<file path="src/rtl/mac_cfg_pkg.sv">
// constants, layouts and types shared by the collision, filter and pad logic
package mac_cfg_pkg;

  // register port
  localparam int ADDR_W = 8;
  localparam int DATA_W = 32;

  // register byte offsets
  localparam logic [7:0] CTRL_OFS = 8'h00;
  localparam logic [7:0] WAKE_OFS = 8'h04;
  localparam logic [7:0] IRQ_STAT_OFS = 8'h08;
  localparam logic [7:0] IRQ_CLR_OFS = 8'h0C;
  localparam logic [7:0] IRQ_EN_OFS = 8'h10;
  localparam logic [7:0] TX_STAT_OFS = 8'h14;

  // control register fields
  localparam int LCOL_BIT = 12;
  localparam int BROADCAST_RX_DISABLE_BIT = 11;
  localparam int RETRY_BIT = 10;
  localparam int PAD_BIT = 8;

  // wake register field
  localparam int WAKE_EN_BIT = 2;

  // interrupt status layout
  localparam int IRQ_W = 5;
  localparam int IRQ_TX_LATE = 0;
  localparam int IRQ_TX_RETRY_ERR = 1;
  localparam int IRQ_RX_BROADCAST_RX_DISABLE_DROP = 2;
  localparam int IRQ_RX_PAD_STRIP = 3;
  localparam int IRQ_WAKE = 4;

  // transmit attempt limit
  localparam logic [4:0] MAX_ATTEMPTS = 5'h10;
  localparam logic [4:0] FIRST_ATTEMPT = 5'h01;

  // receive frame geometry, in byte indexes
  localparam int HOLD_DEPTH = 6;
  localparam logic [6:0] DEST_BYTES = 7'h06;
  localparam logic [6:0] LEN_HI_IDX = 7'h0C;
  localparam logic [6:0] LEN_LO_IDX = 7'h0D;
  localparam logic [6:0] HDR_BYTES = 7'h0E;
  localparam logic [6:0] IDX_MAX = 7'h7F;
  localparam logic [15:0] MIN_PAYLOAD = 16'h002E;
  localparam logic [7:0] BROADCAST_RX_DISABLE_BYTE = 8'hFF;

  typedef struct packed {
    logic valid;
    logic sof;
    logic eof;
    logic [7:0] data;
  } rx_beat_s;

  typedef struct packed {
    logic lateColl;
    logic retryErr;
    logic [4:0] attempts;
  } tx_stat_s;

  typedef enum logic {TX_IDLE, TX_BUSY} tx_state_e;

endpackage

</file>
<file path="src/rtl/mac_collision_filter_pad_ctrl.sv">
// mac control bits: collision retry, broadcast filter, pad strip, wake
//
// Strobed register access and the register addresses are this design's own decisions.
`timescale 1ns/100ps

module mac_collision_filter_pad_ctrl import mac_cfg_pkg::*; (
  // clock and reset
  input wire logic sys_clk,
  input wire logic rst_n,
  // register port
  input wire logic [ADDR_W-1:0] regAddr,
  input wire logic [DATA_W-1:0] regWdata,
  input wire logic regWrite,
  input wire logic regRead,
  output logic [DATA_W-1:0] regRdata,
  // transmitter events and decisions
  input wire logic txFrameStart,
  input wire logic txCollision,
  input wire logic txLateCollision,
  input wire logic txSent,
  output logic txRetry,
  output logic txDrop,
  output tx_stat_s txStatus,
  output logic txStatusValid,
  // receive stream
  input wire rx_beat_s rxIn,
  output rx_beat_s rxOut,
  // wake detection
  input wire logic wakeFrameMatch,
  output logic wakeEvent,
  // interrupt
  output logic irq
);

  // control state
  logic lateRetryEn;
  logic broadcastRxDisable;
  logic retryDisable;
  logic autoPadStripEn;
  logic wakeFrameDetectEn;
  logic [IRQ_W-1:0] irqStat;
  logic [IRQ_W-1:0] irqEn;
  tx_stat_s lastTxStat;
  logic txBusy;

  // receive side state
  rx_beat_s hold [HOLD_DEPTH];
  logic [2:0] occ;
  logic [2:0] eofCnt;
  logic [6:0] inIdx;
  logic allOnes;
  logic [15:0] lenReg;
  logic [6:0] outIdx;
  logic dropLatched;
  logic stripLatched;
  logic bcastDropped;
  logic padStripped;

  // receive combinational terms
  logic push;
  logic pop;
  logic [2:0] wrIdx;
  logic isBcast;
  rx_beat_s head;
  logic [6:0] curIdx;
  logic frameDrop;
  logic stripOn;
  logic [6:0] keepLen;
  logic beyond;
  logic lastKept;
  logic [6:0] pushIdx;

  logic [IRQ_W-1:0] irqEvents;
  logic [IRQ_W-1:0] irqClr;

  function automatic logic [6:0] satInc(input logic [6:0] v);
    satInc = (v == IDX_MAX) ? v : v + 7'h01;
  endfunction

  // ---------------- register port ----------------

  always_ff @(posedge sys_clk) begin
    if (!rst_n) begin
      lateRetryEn <= 1'b0;
      broadcastRxDisable <= 1'b0;
      retryDisable <= 1'b0;
      autoPadStripEn <= 1'b0;
    end else if (regWrite && regAddr == CTRL_OFS) begin
      lateRetryEn <= regWdata[LCOL_BIT];
      broadcastRxDisable <= regWdata[BROADCAST_RX_DISABLE_BIT];
      retryDisable <= regWdata[RETRY_BIT];
      autoPadStripEn <= regWdata[PAD_BIT];
    end
  end

  always_ff @(posedge sys_clk) begin
    if (!rst_n) begin
      wakeFrameDetectEn <= 1'b0;
    end else if (regWrite && regAddr == WAKE_OFS) begin
      wakeFrameDetectEn <= regWdata[WAKE_EN_BIT];
    end
  end

  always_ff @(posedge sys_clk) begin
    if (!rst_n) begin
      irqEn <= '0;
    end else if (regWrite && regAddr == IRQ_EN_OFS) begin
      irqEn <= regWdata[IRQ_W-1:0];
    end
  end

  // read data valid only in the cycle after the strobe
  always_ff @(posedge sys_clk) begin
    if (!rst_n) begin
      regRdata <= '0;
    end else if (regRead) begin
      regRdata <= '0;
      if (regAddr == CTRL_OFS) begin
        regRdata[LCOL_BIT] <= lateRetryEn;
        regRdata[BROADCAST_RX_DISABLE_BIT] <= broadcastRxDisable;
        regRdata[RETRY_BIT] <= retryDisable;
        regRdata[PAD_BIT] <= autoPadStripEn;
      end else if (regAddr == WAKE_OFS) begin
        regRdata[WAKE_EN_BIT] <= wakeFrameDetectEn;
      end else if (regAddr == IRQ_STAT_OFS) begin
        regRdata[IRQ_W-1:0] <= irqStat;
      end else if (regAddr == IRQ_EN_OFS) begin
        regRdata[IRQ_W-1:0] <= irqEn;
      end else if (regAddr == TX_STAT_OFS) begin
        regRdata[$bits(tx_stat_s)-1:0] <= lastTxStat;
      end
    end else begin
      regRdata <= '0;
    end
  end

  // ---------------- transmit ----------------

  tx_attempt_ctrl txCtrl (
    .sys_clk(sys_clk),
    .rst_n(rst_n),
    .lateRetryEn(lateRetryEn),
    .retryDisable(retryDisable),
    .txFrameStart(txFrameStart),
    .txCollision(txCollision),
    .txLateCollision(txLateCollision),
    .txSent(txSent),
    .txRetry(txRetry),
    .txDrop(txDrop),
    .txStatus(txStatus),
    .txStatusValid(txStatusValid),
    .busy(txBusy)
  );

  always_ff @(posedge sys_clk) begin
    if (!rst_n) begin
      lastTxStat <= '0;
    end else if (txStatusValid) begin
      lastTxStat <= txStatus;
    end
  end

  // ---------------- receive ----------------
  // six bytes are held back so the broadcast verdict is known
  // before the first byte leaves; an eof in the hold lets it drain

  always_comb begin
    push = rxIn.valid;
    pop = push ? (occ == 3'(HOLD_DEPTH)) : (occ != '0 && eofCnt != '0);
    wrIdx = occ - {2'b00, pop};
    head = hold[0];
    pushIdx = rxIn.sof ? '0 : inIdx;
    isBcast = allOnes && inIdx >= DEST_BYTES;
    curIdx = head.sof ? '0 : outIdx;
  end

  always_ff @(posedge sys_clk) begin
    if (!rst_n) begin
      for (int i = 0; i < HOLD_DEPTH; i++) begin
        hold[i] <= '0;
      end
      occ <= '0;
    end else begin
      if (pop) begin
        for (int i = 0; i < HOLD_DEPTH - 1; i++) begin
          hold[i] <= hold[i+1];
        end
      end
      if (push) begin
        hold[wrIdx] <= rxIn;
      end
      occ <= occ + {2'b00, push} - {2'b00, pop};
    end
  end

  always_ff @(posedge sys_clk) begin
    if (!rst_n) begin
      eofCnt <= '0;
    end else begin
      eofCnt <= eofCnt + {2'b00, push && rxIn.eof}
        - {2'b00, pop && head.eof};
    end
  end

  // arrival side: destination and length field capture
  always_ff @(posedge sys_clk) begin
    if (!rst_n) begin
      inIdx <= '0;
      allOnes <= 1'b0;
      lenReg <= '0;
    end else if (push) begin
      inIdx <= satInc(pushIdx);
      if (rxIn.sof) begin
        allOnes <= rxIn.data == BROADCAST_RX_DISABLE_BYTE;
      end else if (pushIdx < DEST_BYTES) begin
        allOnes <= allOnes && rxIn.data == BROADCAST_RX_DISABLE_BYTE;
      end
      if (pushIdx == LEN_HI_IDX) begin
        lenReg[15:8] <= rxIn.data;
      end
      if (pushIdx == LEN_LO_IDX) begin
        lenReg[7:0] <= rxIn.data;
      end
    end
  end

  // departure side verdicts, latched at each frame's first byte
  always_comb begin
    frameDrop = head.sof ? (broadcastRxDisable && isBcast) : dropLatched;
    stripOn = (head.sof ? autoPadStripEn : stripLatched)
      && lenReg < MIN_PAYLOAD;
    keepLen = HDR_BYTES + lenReg[6:0];
    beyond = stripOn && curIdx >= keepLen;
    lastKept = stripOn && curIdx == keepLen - 7'h01;
  end

  always_ff @(posedge sys_clk) begin
    if (!rst_n) begin
      outIdx <= '0;
      dropLatched <= 1'b0;
      stripLatched <= 1'b0;
    end else if (pop) begin
      outIdx <= satInc(curIdx);
      if (head.sof) begin
        dropLatched <= broadcastRxDisable && isBcast;
        stripLatched <= autoPadStripEn;
      end
    end
  end

  // tail past the kept length is dropped, eof moves onto last kept byte
  always_ff @(posedge sys_clk) begin
    if (!rst_n) begin
      rxOut <= '0;
      bcastDropped <= 1'b0;
      padStripped <= 1'b0;
    end else begin
      rxOut.valid <= pop && !frameDrop && !beyond;
      rxOut.sof <= head.sof;
      rxOut.eof <= head.eof || lastKept;
      rxOut.data <= head.data;
      bcastDropped <= pop && head.sof && frameDrop;
      padStripped <= pop && !frameDrop && lastKept && !head.eof;
    end
  end

  // ---------------- wake ----------------
  // wake path ignores the broadcast filter on purpose
  always_ff @(posedge sys_clk) begin
    if (!rst_n) begin
      wakeEvent <= 1'b0;
    end else begin
      wakeEvent <= wakeFrameDetectEn && wakeFrameMatch;
    end
  end

  // ---------------- interrupts ----------------

  always_comb begin
    irqEvents = '0;
    irqEvents[IRQ_TX_LATE] = txBusy && txCollision && txLateCollision;
    irqEvents[IRQ_TX_RETRY_ERR] = txStatusValid && txStatus.retryErr;
    irqEvents[IRQ_RX_BROADCAST_RX_DISABLE_DROP] = bcastDropped;
    irqEvents[IRQ_RX_PAD_STRIP] = padStripped;
    irqEvents[IRQ_WAKE] = wakeEvent;
    irqClr = (regWrite && regAddr == IRQ_CLR_OFS) ? regWdata[IRQ_W-1:0] : '0;
  end

  // a set in the clearing cycle wins
  always_ff @(posedge sys_clk) begin
    if (!rst_n) begin
      irqStat <= '0;
      irq <= 1'b0;
    end else begin
      irqStat <= (irqStat & ~irqClr) | irqEvents;
      irq <= |(((irqStat & ~irqClr) | irqEvents) & irqEn);
    end
  end
endmodule // mac_collision_filter_pad_ctrl

</file>
<file path="src/rtl/tx_attempt_ctrl.sv">
// transmit attempt sequencing: retry, drop and per-frame status
`timescale 1ns/100ps
module tx_attempt_ctrl import mac_cfg_pkg::*; (
  // clock and reset
  input wire logic sys_clk,
  input wire logic rst_n,
  // control bits
  input wire logic lateRetryEn,
  input wire logic retryDisable,
  // transmitter events
  input wire logic txFrameStart,
  input wire logic txCollision,
  input wire logic txLateCollision,
  input wire logic txSent,
  // decisions and status
  output logic txRetry,
  output logic txDrop,
  output tx_stat_s txStatus,
  output logic txStatusValid,
  output logic busy
);

  tx_state_e state;
  logic [4:0] attempts;
  logic lateSeen;
  logic giveUp;
  logic retryErr;

  // late collision with retry off abandons at once
  always_comb begin
    retryErr = retryDisable || attempts == MAX_ATTEMPTS;
    giveUp = (txLateCollision && !lateRetryEn) || retryErr;
  end

  always_ff @(posedge sys_clk) begin
    if (!rst_n) begin
      state <= TX_IDLE;
      attempts <= '0;
      lateSeen <= 1'b0;
      txRetry <= 1'b0;
      txDrop <= 1'b0;
      txStatus <= '0;
      txStatusValid <= 1'b0;
    end else begin
      txRetry <= 1'b0;
      txDrop <= 1'b0;
      txStatusValid <= 1'b0;
      case (state)
        TX_IDLE: begin
          if (txFrameStart) begin
            state <= TX_BUSY;
            attempts <= FIRST_ATTEMPT;
            lateSeen <= 1'b0;
          end
        end
        TX_BUSY: begin
          if (txCollision) begin
            if (giveUp) begin
              state <= TX_IDLE;
              txDrop <= 1'b1;
              txStatusValid <= 1'b1;
              txStatus.lateColl <= lateSeen || txLateCollision;
              txStatus.retryErr <= retryErr;
              txStatus.attempts <= attempts;
            end else begin
              txRetry <= 1'b1;
              attempts <= attempts + FIRST_ATTEMPT;
              lateSeen <= lateSeen || txLateCollision;
            end
          end else if (txSent) begin
            state <= TX_IDLE;
            txStatusValid <= 1'b1;
            txStatus.lateColl <= lateSeen;
            txStatus.retryErr <= 1'b0;
            txStatus.attempts <= attempts;
          end
        end
        default: state <= TX_IDLE;
      endcase
    end
  end

  assign busy = state == TX_BUSY;

endmodule // tx_attempt_ctrl

</file>
<file path="config.mk">
export PLATFORM = sky130hd
export DESIGN_NAME = mac_collision_filter_pad_ctrl
export DESIGN_NICKNAME = d
export VERILOG_FILES = /design/src/rtl/mac_cfg_pkg.sv /design/src/rtl/mac_collision_filter_pad_ctrl.sv /design/src/rtl/tx_attempt_ctrl.sv
export SDC_FILE = /design/constraint.sdc
export NUM_CORES = 1
export LEC_CHECK = 0
export BUFFER_PORTS_ARGS = -buffer_cell sky130_fd_sc_hd__buf_4
export CAP_MARGIN = 30
export CORE_MARGIN = 3
export CORE_UTILIZATION = 40
export CTS_BUF_LIST = sky130_fd_sc_hd__clkbuf_16
export DETAILED_ROUTE_END_ITERATION = 6
export HOLD_SLACK_MARGIN = 0.1
export SLEW_MARGIN = 5
export SYNTH_ARGS = -nofsm -noshare
export SYNTH_HDL_FRONTEND = slang
export SYNTH_SLANG_ARGS = --single-unit
export TNS_END_PERCENT = 100
</file>
<file path="constraint.sdc">
create_clock -name sys_clk -period 4.39 [get_ports sys_clk]
set_clock_uncertainty 0.1 [all_clocks]
set_input_delay 0.6585 -clock sys_clk [delete_from_list [all_inputs] [get_ports sys_clk]]
set_output_delay 0.6585 -clock sys_clk [all_outputs]
set_load 0.05 [all_outputs]
</file>
==> results of run 1 <==
layer usage:
metal  vias to the layer above  global-route usage  wire length (um)
met1                      2495               0.206              7430
met3                        19              0.0399               750
met4                         0              0.0491               191
li1                       2828                   -                 -
met2                       122               0.242              7310
met5                         -                   0                 0
final cells by class:
cell class / count / area share
sequential: 164 / 0.442
multi-input combinational: 576 / 0.385
timing repair buffer: 77 / 0.0658
clock buffer: 17 / 0.0484
tap: 229 / 0.0326
clock inverter: 15 / 0.0160
inverter: 23 / 0.00983
metrics by stage:
step / worst slack (ps) / hold WS, ps / instance area (sq um) / utilization / std cells
after floorplan: 1080 / 326 / 7670 / - / 825
after global placement: 843 / 337 / 8220 / 0.448 / 1069
after detailed placement: 807 / 335 / 8220 / 0.448 / 1069
after CTS: 1100 / 345 / 8780 / 0.479 / 1101
after global routing: 688 / 363 / 8780 / 0.479 / 1101
final: 1080 / 343 / 8780 / 0.479 / 1101
flip-flops by register name, indices dropped and copies added (netlist names), 7 cells and up:
name	count
lastTxStat	7
txCtrl.txStatus	7
regRdata	11
rxOut	11
inIdx	7
hold	60
lenReg	16
outIdx	7
cell usage in the layout (no fill, tap or decap), drive strengths merged, types with 6 or more instances in the layout:
master and count:
o21ai 61, xor2 11, dfxtp 104, nand2 155, nor2 76, conb 21
nor3 14, edfxtp 60, nand2b 8, and2 31, xnor2 11, mux2i 41
nand3 10, buf 77, nor4 6, nand4 11, a21oi 22, nor2b 12
clkbuf 17, inv 32, ha 22
power by group through the flow:
stage | Sequential, mW | Clock (mW) | Combinational (mW)
floorplan | 1.98 | 0 | 0.459
global placement | 1.94 | 0 | 0.662
detailed placement | 1.94 | 0 | 0.672
CTS | 1.91 | 1.47 | 0.674
global route | 1.93 | 1.53 | 0.748
finish | 1.91 | 1.43 | 0.668
cells by family after synthesis:
logic type,count (synthesis),share of synthesized area
and+or+nand+nor,348,0.217
DFF,164,0.511
AOI/OAI and AO/OA,117,0.0888
buffers and inverters,85,0.0534
muxes,42,0.0555
adders and majority gates,24,0.0415
xor gates and xnor gates,24,0.0326
other,1,0.000494
how the worst min path moves through the flow:
stage | from | to | cells past startpoint
after floorplan | hold[0][0] | rxOut[0] | 1
after CTS | regWdata[12] | lateRetryEn | 3
after global routing | regWdata[10] | retryDisable | 3
after global placement | hold[0][2] | rxOut[2] | 1
after detailed placement | hold[0][1] | rxOut[1] | 1
final | hold[0][3] | rxOut[3] | 1
worst max-delay path: stages (launching register included):
cell and delay (ps):
dfxtp_1 350, nor3_1 230, o21ai_0 110, a21oi_1 390
inv_1 130, ha_1 250, ha_1 230, xor2_1 230
nor3_1 920, nand2_1 100, o21ai_0 110
==> results by group, run 1 <==
Synth
  • FFs w/ async S/R, synth: 0
  • Biggest area consumer among synthesized cells: dfxtp_1
  • Most frequent cell after synthesis: nand2_1
  • Synth warnings: 0
  • Synth top area share: 0.274
  • Synth Flop Type: dfxtp_1
  • Top post-synthesis cells by count: 155 x nand2_1, 104 x dfxtp_1, 76 x nor2_1
  • Cell Area, Synth: 0.00760 sq mm
  • Post-synth EDFFs: 60
  • Synth area leaders: dfxtp_1 27%, edfxtp_1 24%, nand2_1 7.7%
  • Post-synth cell types: 56
  • Syn avg cell area: 9.44 sq um
  • Synthesis-stage register bit count: 164
  • Sequential share of the synthesized area: 0.511
  • Post-Synthesis Cells: 805

STA
  • Final Hold Viols: 0
  • Finish-stage setup viols: 0
  • Slew HR: 0.259
  • Setup TNS: 0 ps
  • Post-layout min period: 3310 ps
  • Slew @ Worst Pin: 1100 ps
  • Fmax: around 300 MHz
  • RSZ-0062 raised after global routing: false
  • Tcrit/Tclk final: 0.754
  • Max Slew Vio Count: 0

Final layout
  • Layout cells sized above 1: 0.132
  • Reg area: 0.00388 sq mm
  • Net count reported at finish: 943
  • P&R area growth vs syn: 15.6%
  • Fill cells: 1,757
  • Multi-input gate area: 0.00338 sq mm
  • Antenna fix cells: 0

Floorplanning
  • IO Count: 115
  • Die Span Y: 144 um
  • Die W: 144 um
  • Row count: 49
  • Core Box Area: 0.0183 sq mm
  • DIE AREA: approximately 0.021 sq mm
  • Initial core utilization: 0.414

GRT
  • Vias in the first global route: 4,789
  • GRT Util Overall: 0.153
  • Grt total ovfl: 0
  • Initial antenna violation count: 0
  • Global-route wire length before repair: 24.7 mm
  • Largest net degree at the start of global routing: between 60 and 70

Clocking
  • Cts bufs inserted: 17
  • Post-CTS setup buffer count: 0
  • Hold-fix buffers, CTS: 0
  • Clock H-tree levels: 4
  • TritonCTS clock tree: done
  • # resized after CTS: 0
  • Clk sinks: about 160
  • Root buffer cell: clkbuf_16
  • Max Root-Sink Buffers: 2
  • Worst skew pair latency: 420 ps
  • Reg clk slew, reported paths: 60 ps

Power and ir drop
  • Leakage power: 3.75 nW
  • P_sw: 1.15 mW
  • Internal: 2.87 mW
  • Sw Share: 0.286
  • Cell Pwr Density: approximately 460 mW/mm^2
  • Overall power: 4.01 mW
  • Register share of total power: 0.476
  • Max VDD drop: 0.298 mV
  • Comb pwr share: 0.167
  • Clk pwr share: 0.357

Worst setup path
  • WP data required: 4550 ps
  • CP startpoint: eofCnt[1]
  • Crit path kind: reg2reg
  • Crit-path max FO: 10
  • CP Capture Point: hold[3][9]
  • Crit path launch type: flop
  • R2R cell count: 10
  • Arrival time worst endpoint: 3470 ps
  • Worst Setup End Kind: flop
  • Reg-to-reg endpoint: hold[3][9]
  • RR Startpoint: eofCnt[1]
  • R2R Setup Slk: 1080 ps

Route
  • Via count: 5,464
  • Total wire length: 15.7 mm
  • Final ANT Viol Nets: 0
  • # DRC: 0
  • Vias per std cell: about 5.0
  • DR WL/cell: 14.2 um
  • Initial DRC Count: between 200 and 300
  • Pre-antenna DRT Iters: 5

Placed design
  • Gpl congestion: 0.788
  • Final HPWL from detailed placement: 10.8 mm
  • Buffers on Ports: 70

Outcome
  • Status: complete, no violations

Flow run
  • Max Cap Viol: 0

Worst hold path
  • HP Class: reg2reg
Power figures use the tool's default switching activity.
==> run 2, diff against run 1 <==
==> constraint.sdc (replaced) <==
create_clock -name sys_clk -period 3.31 [get_ports sys_clk]
set_clock_uncertainty 0.1 [all_clocks]
set_input_delay 0.4965 -clock sys_clk [delete_from_list [all_inputs] [get_ports sys_clk]]
set_output_delay 0.4965 -clock sys_clk [all_outputs]
set_load 0.05 [all_outputs]
==> run 2 against run 1 <==
  * Global-route usage up 0.36 points
  * Clock power up 32%
  * First-iteration DRC count up 2.7%
  * Critical endpoint is now hold[5][8]
  * Power up 33%
  * Maximum frequency up 16%
  * Cell count up 0.91%
  * Via count down 0.22%
  * Critical path type unchanged
  * Hold slack worse by 140 ps
  * Setup slack worse by 640 ps
==> results by group, run 2 (synthesis results as in run 1) <==
STA
  • Post-layout min period: about 2900 ps
  • Worst Hold Slack: a little over 200 ps
  • RSZ-0062 raised after global routing: false
  • Setup TNS: 0 ps
  • Fmax: approximately 350 MHz
  • Final Hold Viols: 0
  • Tcrit/Tclk final: 0.865
  • Final worst slack: approximately 450 ps
  • Max Slew Vio Count: 0
  • Finish-stage setup viols: 0
  • Slew HR: 0.366
  • Slew @ Worst Pin: 946 ps

Clocking
  • Root buffer cell: clkbuf_16
  • Hold-fix buffers, CTS: 0
  • TritonCTS clock tree: done
  • Worst skew pair latency: around 420 ps
  • Reg clk slew, reported paths: roughly 60 ps
  • Max Root-Sink Buffers: 2
  • Cts bufs inserted: 17
  • Clk sinks: 164
  • Clock H-tree levels: 4

Power and ir drop
  • Overall power: 5.33 mW
  • Max VDD drop: 0.429 mV
  • Cell Pwr Density: around 600 mW/mm^2
  • Leakage power: 3.80 nW

GRT
  • Met3 usage: 0.0343
  • Met2 usage: 0.251
  • Vias in the first global route: 5,000
  • Initial antenna violation count: 0
  • Most used routing layer in global routing: met2
  • Global-route wire length before repair: 25.5 mm
  • Grt met1 use: 0.213
  • GRT Util Overall: 0.156
  • Largest net degree at the start of global routing: 67
  • Grt total ovfl: 0

Route
  • Initial DRC Count: ~260
  • DR WL/cell: 14.0 um
  • Vias per std cell: 4.91
  • Final ANT Viol Nets: 0
  • Total wire length: ~16 mm
  • # DRC: 0
  • Pre-antenna DRT Iters: 4
  • Via count: between 5,000 and 6,000

Floorplanning
  • DIE AREA: roughly 0.021 sq mm
  • Die Span Y: 144 um
  • Initial core utilization: 0.414
  • Core Box Area: 0.0183 sq mm
  • Row count: 49
  • Die W: around 140 um
  • IO Count: around 120

Worst setup path
  • Crit-path max FO: 10
  • Arrival time worst endpoint: approximately 2900 ps
  • CP most frequent cell: ha_1
  • CP top delay family: simple AND/OR/NAND/NOR gates
  • WP buf/inv: 1
  • Worst Setup End Kind: flop
  • Crit path launch type: flop
  • Critical-path cell list: nor3_1 > o21ai_0 > a21oi_1 > inv_1 > ha_1 > ha_1 > xnor2_1 > nor4_1 > nand2b_2
  • WP data required: 3320 ps
  • Crit-path max cell delay: around 440 ps
  • Crit path kind: reg2reg
  • Worst path slowest cell: nor4_1

Final layout
  • Fill cells: 1,738
  • Layout cells sized above 1: 0.146
  • Max reg flops: 60
  • Largest regs: hold (60), lenReg (16)
  • Antenna fix cells: 0
  • Multi-input gate area: 0.00339 sq mm
  • Reg with most FFs: hold
  • Net count reported at finish: 953
  • Reg area: 0.00388 sq mm
  • Cell area after layout: between 0.008 and 0.009 sq mm
  • Commonest non-fill, non-tap cell in the layout: nand2_1
  • P&R area growth vs syn: 16.7%
  • Most frequent cells in the layout: 155 x nand2_1, 104 x dfxtp_1, 86 x buf_4

Outcome
  • Status: complete, no violations

Placed design
  • Placed cell areas: 0.00829 sq mm
  • Gpl congestion: around 0.8
  • Buffers on Ports: 70
  • Final HPWL from detailed placement: approximately 11 mm
  • Pre-CTS WS: between 150 and 200 ps

Flow run
  • Max Cap Viol: 0

Worst hold path
  • HP Class: in2reg
## run 2: changes by cell type in the layout (fill, tap and decap cells not counted), sizes merged
cell	before	now
bufinv	2	0
buf	77	87
clkbuf	17	19
## run 2: per-stage QoR
stage | util | instances
6_report | 0.484 | 1111
5_1_grt | 0.484 | 1111
4_1_cts | 0.483 | 1110
3_5_place_dp | 0.452 | 1078
3_3_place_gp | 0.452 | 1078
2_1_floorplan | - | 825
## run 2: what timing repair did
| item | CTS | global route |
|---|---|---|
| buffers inserted | 0 | 0 |
| endpoints found under the setup margin | 0 | 11 |
| resized for setup | 0 | 2 |
## run 2: where the power goes
part	internal, mW	total (mW)	switching [mW]
Combinational	0.301	0.923	0.621
Clock	1.06	1.89	0.828
Sequential	2.42	2.52	0.101
## run 2: path summary, 6_finish.rpt
| kind | startpoint | endpoint | slack (ps) | cells after the start |
|---|---|---|---|---|
| worst max register to register | eofCnt[1] | hold[5][8] | 450 | 9 |
| worst min-delay path | regWdata[12] | lateRetryEn | 210 | 3 |
| worst min register to register | hold[0][2] | rxOut[2] | 350 | 1 |
| worst max-delay path | eofCnt[1] | hold[5][8] | 450 | 9 |
## run 2: area by class of cell
type | instances | area share
Inverter | 23 | 0.00974
Clock inverter | 13 | 0.0106
Clock buffer | 19 | 0.0536
Timing Repair Buffer | 87 | 0.0734
Tap cell | 229 | 0.0323
Multi-Input combinational cell | 576 | 0.382
Sequential cell | 164 | 0.438
## run 2: per-layer routing
metal | wire, um | up-vias
li1 | - | 2835
met1 | 7390 | 2516
met2 | 7400 | 89
met3 | 594 | 12
met4 | 172 | 0
met5 | 0 | -
## run 2: worst min-delay path, cell delays in order
cell and delay, ps:
buf_4 80, mux2i_1 50, nor2_1 70
==> run 3, diff against run 2 <==
--- a/config.mk
+++ b/config.mk
@@ -12,6 +12,7 @@
 export CTS_BUF_LIST = sky130_fd_sc_hd__clkbuf_16
 export DETAILED_ROUTE_END_ITERATION = 6
 export HOLD_SLACK_MARGIN = 0.1
+export PLACE_DENSITY = 0.64
 export SLEW_MARGIN = 5
 export SYNTH_ARGS = -nofsm -noshare
 export SYNTH_HDL_FRONTEND = slang
==> run 3 against run 2 <==
  * Utilization up 0.096 points
  * Sequential power about the same
  * Sequential share of layout area down 0.086 points
  * Sequential cell count unchanged
  * Register-to-register slack worse by 150 ps
==> results by group, run 3 (synthesis results as in run 1) <==
Outcome
  • Status: complete, no violations

Final layout
  • Largest regs: hold (60), lenReg (16)
  • Non-filler instance count after layout: 1,111
  • Most frequent cells in the layout: 155 x nand2_1, 104 x dfxtp_1, 87 x buf_4
  • Max reg flops: 60
  • Reg with most FFs: hold
  • Fill cells: 1,710
  • Antenna fix cells: 0
  • Layout cells sized above 1: 0.143
  • Net count reported at finish: 953
  • Multi-input gate area: 0.00338 sq mm
  • Commonest non-fill, non-tap cell in the layout: nand2_1
  • Reg area: 0.00388 sq mm
  • P&R area growth vs syn: 16.9%

Clocking
  • # resized after CTS: 0
  • Post-CTS setup buffer count: 0
  • Reg clk slew, reported paths: 70 ps
  • Clk sinks: 164
  • Worst skew pair latency: 420 ps
  • Hold-fix buffers, CTS: 0
  • Max Root-Sink Buffers: 2
  • Cts bufs inserted: 17
  • TritonCTS clock tree: done
  • Clock H-tree levels: 4
  • Root buffer cell: clkbuf_16

Placed design
  • Buffers on Ports: 70
  • Pre-CTS WS: approximately 180 ps
  • Gpl congestion: 0.804
  • Inst Count DP: around 1,100
  • Final HPWL from detailed placement: approximately 11 mm

Floorplanning
  • DIE AREA: 0.0207 sq mm
  • IO Count: 115
  • Initial core utilization: 0.414
  • Die W: 144 um
  • Row count: 49
  • Core Box Area: 0.0183 sq mm
  • Die Span Y: ~140 um

GRT
  • Grt met1 use: 0.203
  • Vias in the first global route: about 5,000
  • Met3 usage: 0.0293
  • Initial antenna violation count: 0
  • Met2 usage: 0.246
  • GRT Util Overall: 0.154
  • Global-route wire length before repair: between 20 and 25 mm
  • Most used routing layer in global routing: met2
  • Largest net degree at the start of global routing: 67
  • Grt total ovfl: 0

Worst setup path
  • R2R cell count: 10
  • Crit path kind: reg2reg
  • Crit-path max FO: 10
  • Worst Setup End Kind: flop
  • WP data required: 3480 ps
  • Crit path launch type: flop
  • Arrival time worst endpoint: 3180 ps

Worst hold path
  • HP Class: in2reg
  • Min-Delay Path Depth: 3

Route
  • Final ANT Viol Nets: 0
  • DR WL/cell: approximately 14 um
  • Total wire length: around 16 mm
  • # DRC: 0
  • Pre-antenna DRT Iters: 4
  • Vias per std cell: 4.97
  • Initial DRC Count: 301
  • Via count: 5,520

Power and ir drop
  • Max VDD drop: 0.407 mV
  • Sw Share: 0.284
  • Comb pwr share: 0.171
  • Clk pwr share: 0.367
  • Internal: 3.90 mW
  • P_sw: about 1.5 mW
  • Leakage power: 3.81 nW
  • Cell Pwr Density: about 610 mW/mm^2
  • Register share of total power: 0.463

STA
  • Slew HR: 0.322
  • Slew @ Worst Pin: slightly above 1000 ps
  • Setup TNS: 0 ps
  • RSZ-0062 raised after global routing: true
  • Post-layout min period: 3020 ps
  • Final Hold Viols: 0
  • Tcrit/Tclk final: 0.911
  • Finish-stage setup viols: 0
  • Fmax: 332 MHz
  • Final worst slack: 295 ps
  • Max Slew Vio Count: 0

Flow run
  • Max Cap Viol: 0
[run 3: changes by cell type in the layout (fill, tap and decap cells not counted), moves of 2 or more]
| cell | change |
|---|---|
| clkinv_4 | +2 |
| bufinv_16 | +3 |
| clkbuf_16 | -2 |
| inv_6 | -2 |
[run 3: worst paths after layout]
kind                startpoint  slack (ps)     endpoint
hold / removal    regWdata[12]         210  lateRetryEn
setup reg to reg     eofCnt[1]         290   hold[3][4]
setup / recovery     eofCnt[1]         290   hold[3][4]
hold reg to reg     hold[0][2]         350     rxOut[2]
[run 3: per-stage QoR]
stage / power [mW] / hold slack, ps / util / cell area (sq um)
CTS: 5.49 / 193 / 0.485 / 8880
floorplan: 3.24 / 326 / - / 7670
global route: 5.69 / 211 / 0.485 / 8880
global placement: 3.48 / 334 / 0.452 / 8290
detailed placement: 3.49 / 336 / 0.452 / 8290
finish: 5.44 / 209 / 0.485 / 8880
[run 3: power by group through the flow]
stage               registers, mW  logic, mW  clock network [mW]
detailed placement           2.56      0.931                   0
floorplan                    2.63      0.609                   0
CTS                          2.52      0.934                2.03
finish                       2.52      0.929                2.00
global placement             2.56      0.919                   0
global route                 2.55       1.04                2.10
[run 3: per-layer routing]
| layer | wire [um] | vias to the layer above |
|---|---|---|
| met4 | 236 | 0 |
| met1 | 7370 | 2544 |
| met5 | 0 | - |
| met3 | 758 | 12 |
| met2 | 7360 | 125 |
| li1 | - | 2839 |
[run 3: worst max-delay path: stages (launching register included)]
cell and delay, ps:
dfxtp_1 350, nor3_1 260, o21ai_0 110, a21oi_1 200, inv_1 90, ha_1 230, ha_1 230, xor2_1 230
nor3_1 850, nand2_1 120, o21ai_0 100
[run 3: area by class of cell]
cell class              instances  area share
clock buffers                  17      0.0479
flip-flops and latches        164       0.437
well taps                     229      0.0322
repair buffers                 87      0.0735
multi-input cells             576       0.381
inverters                      23     0.00972
clock inverters                15      0.0187
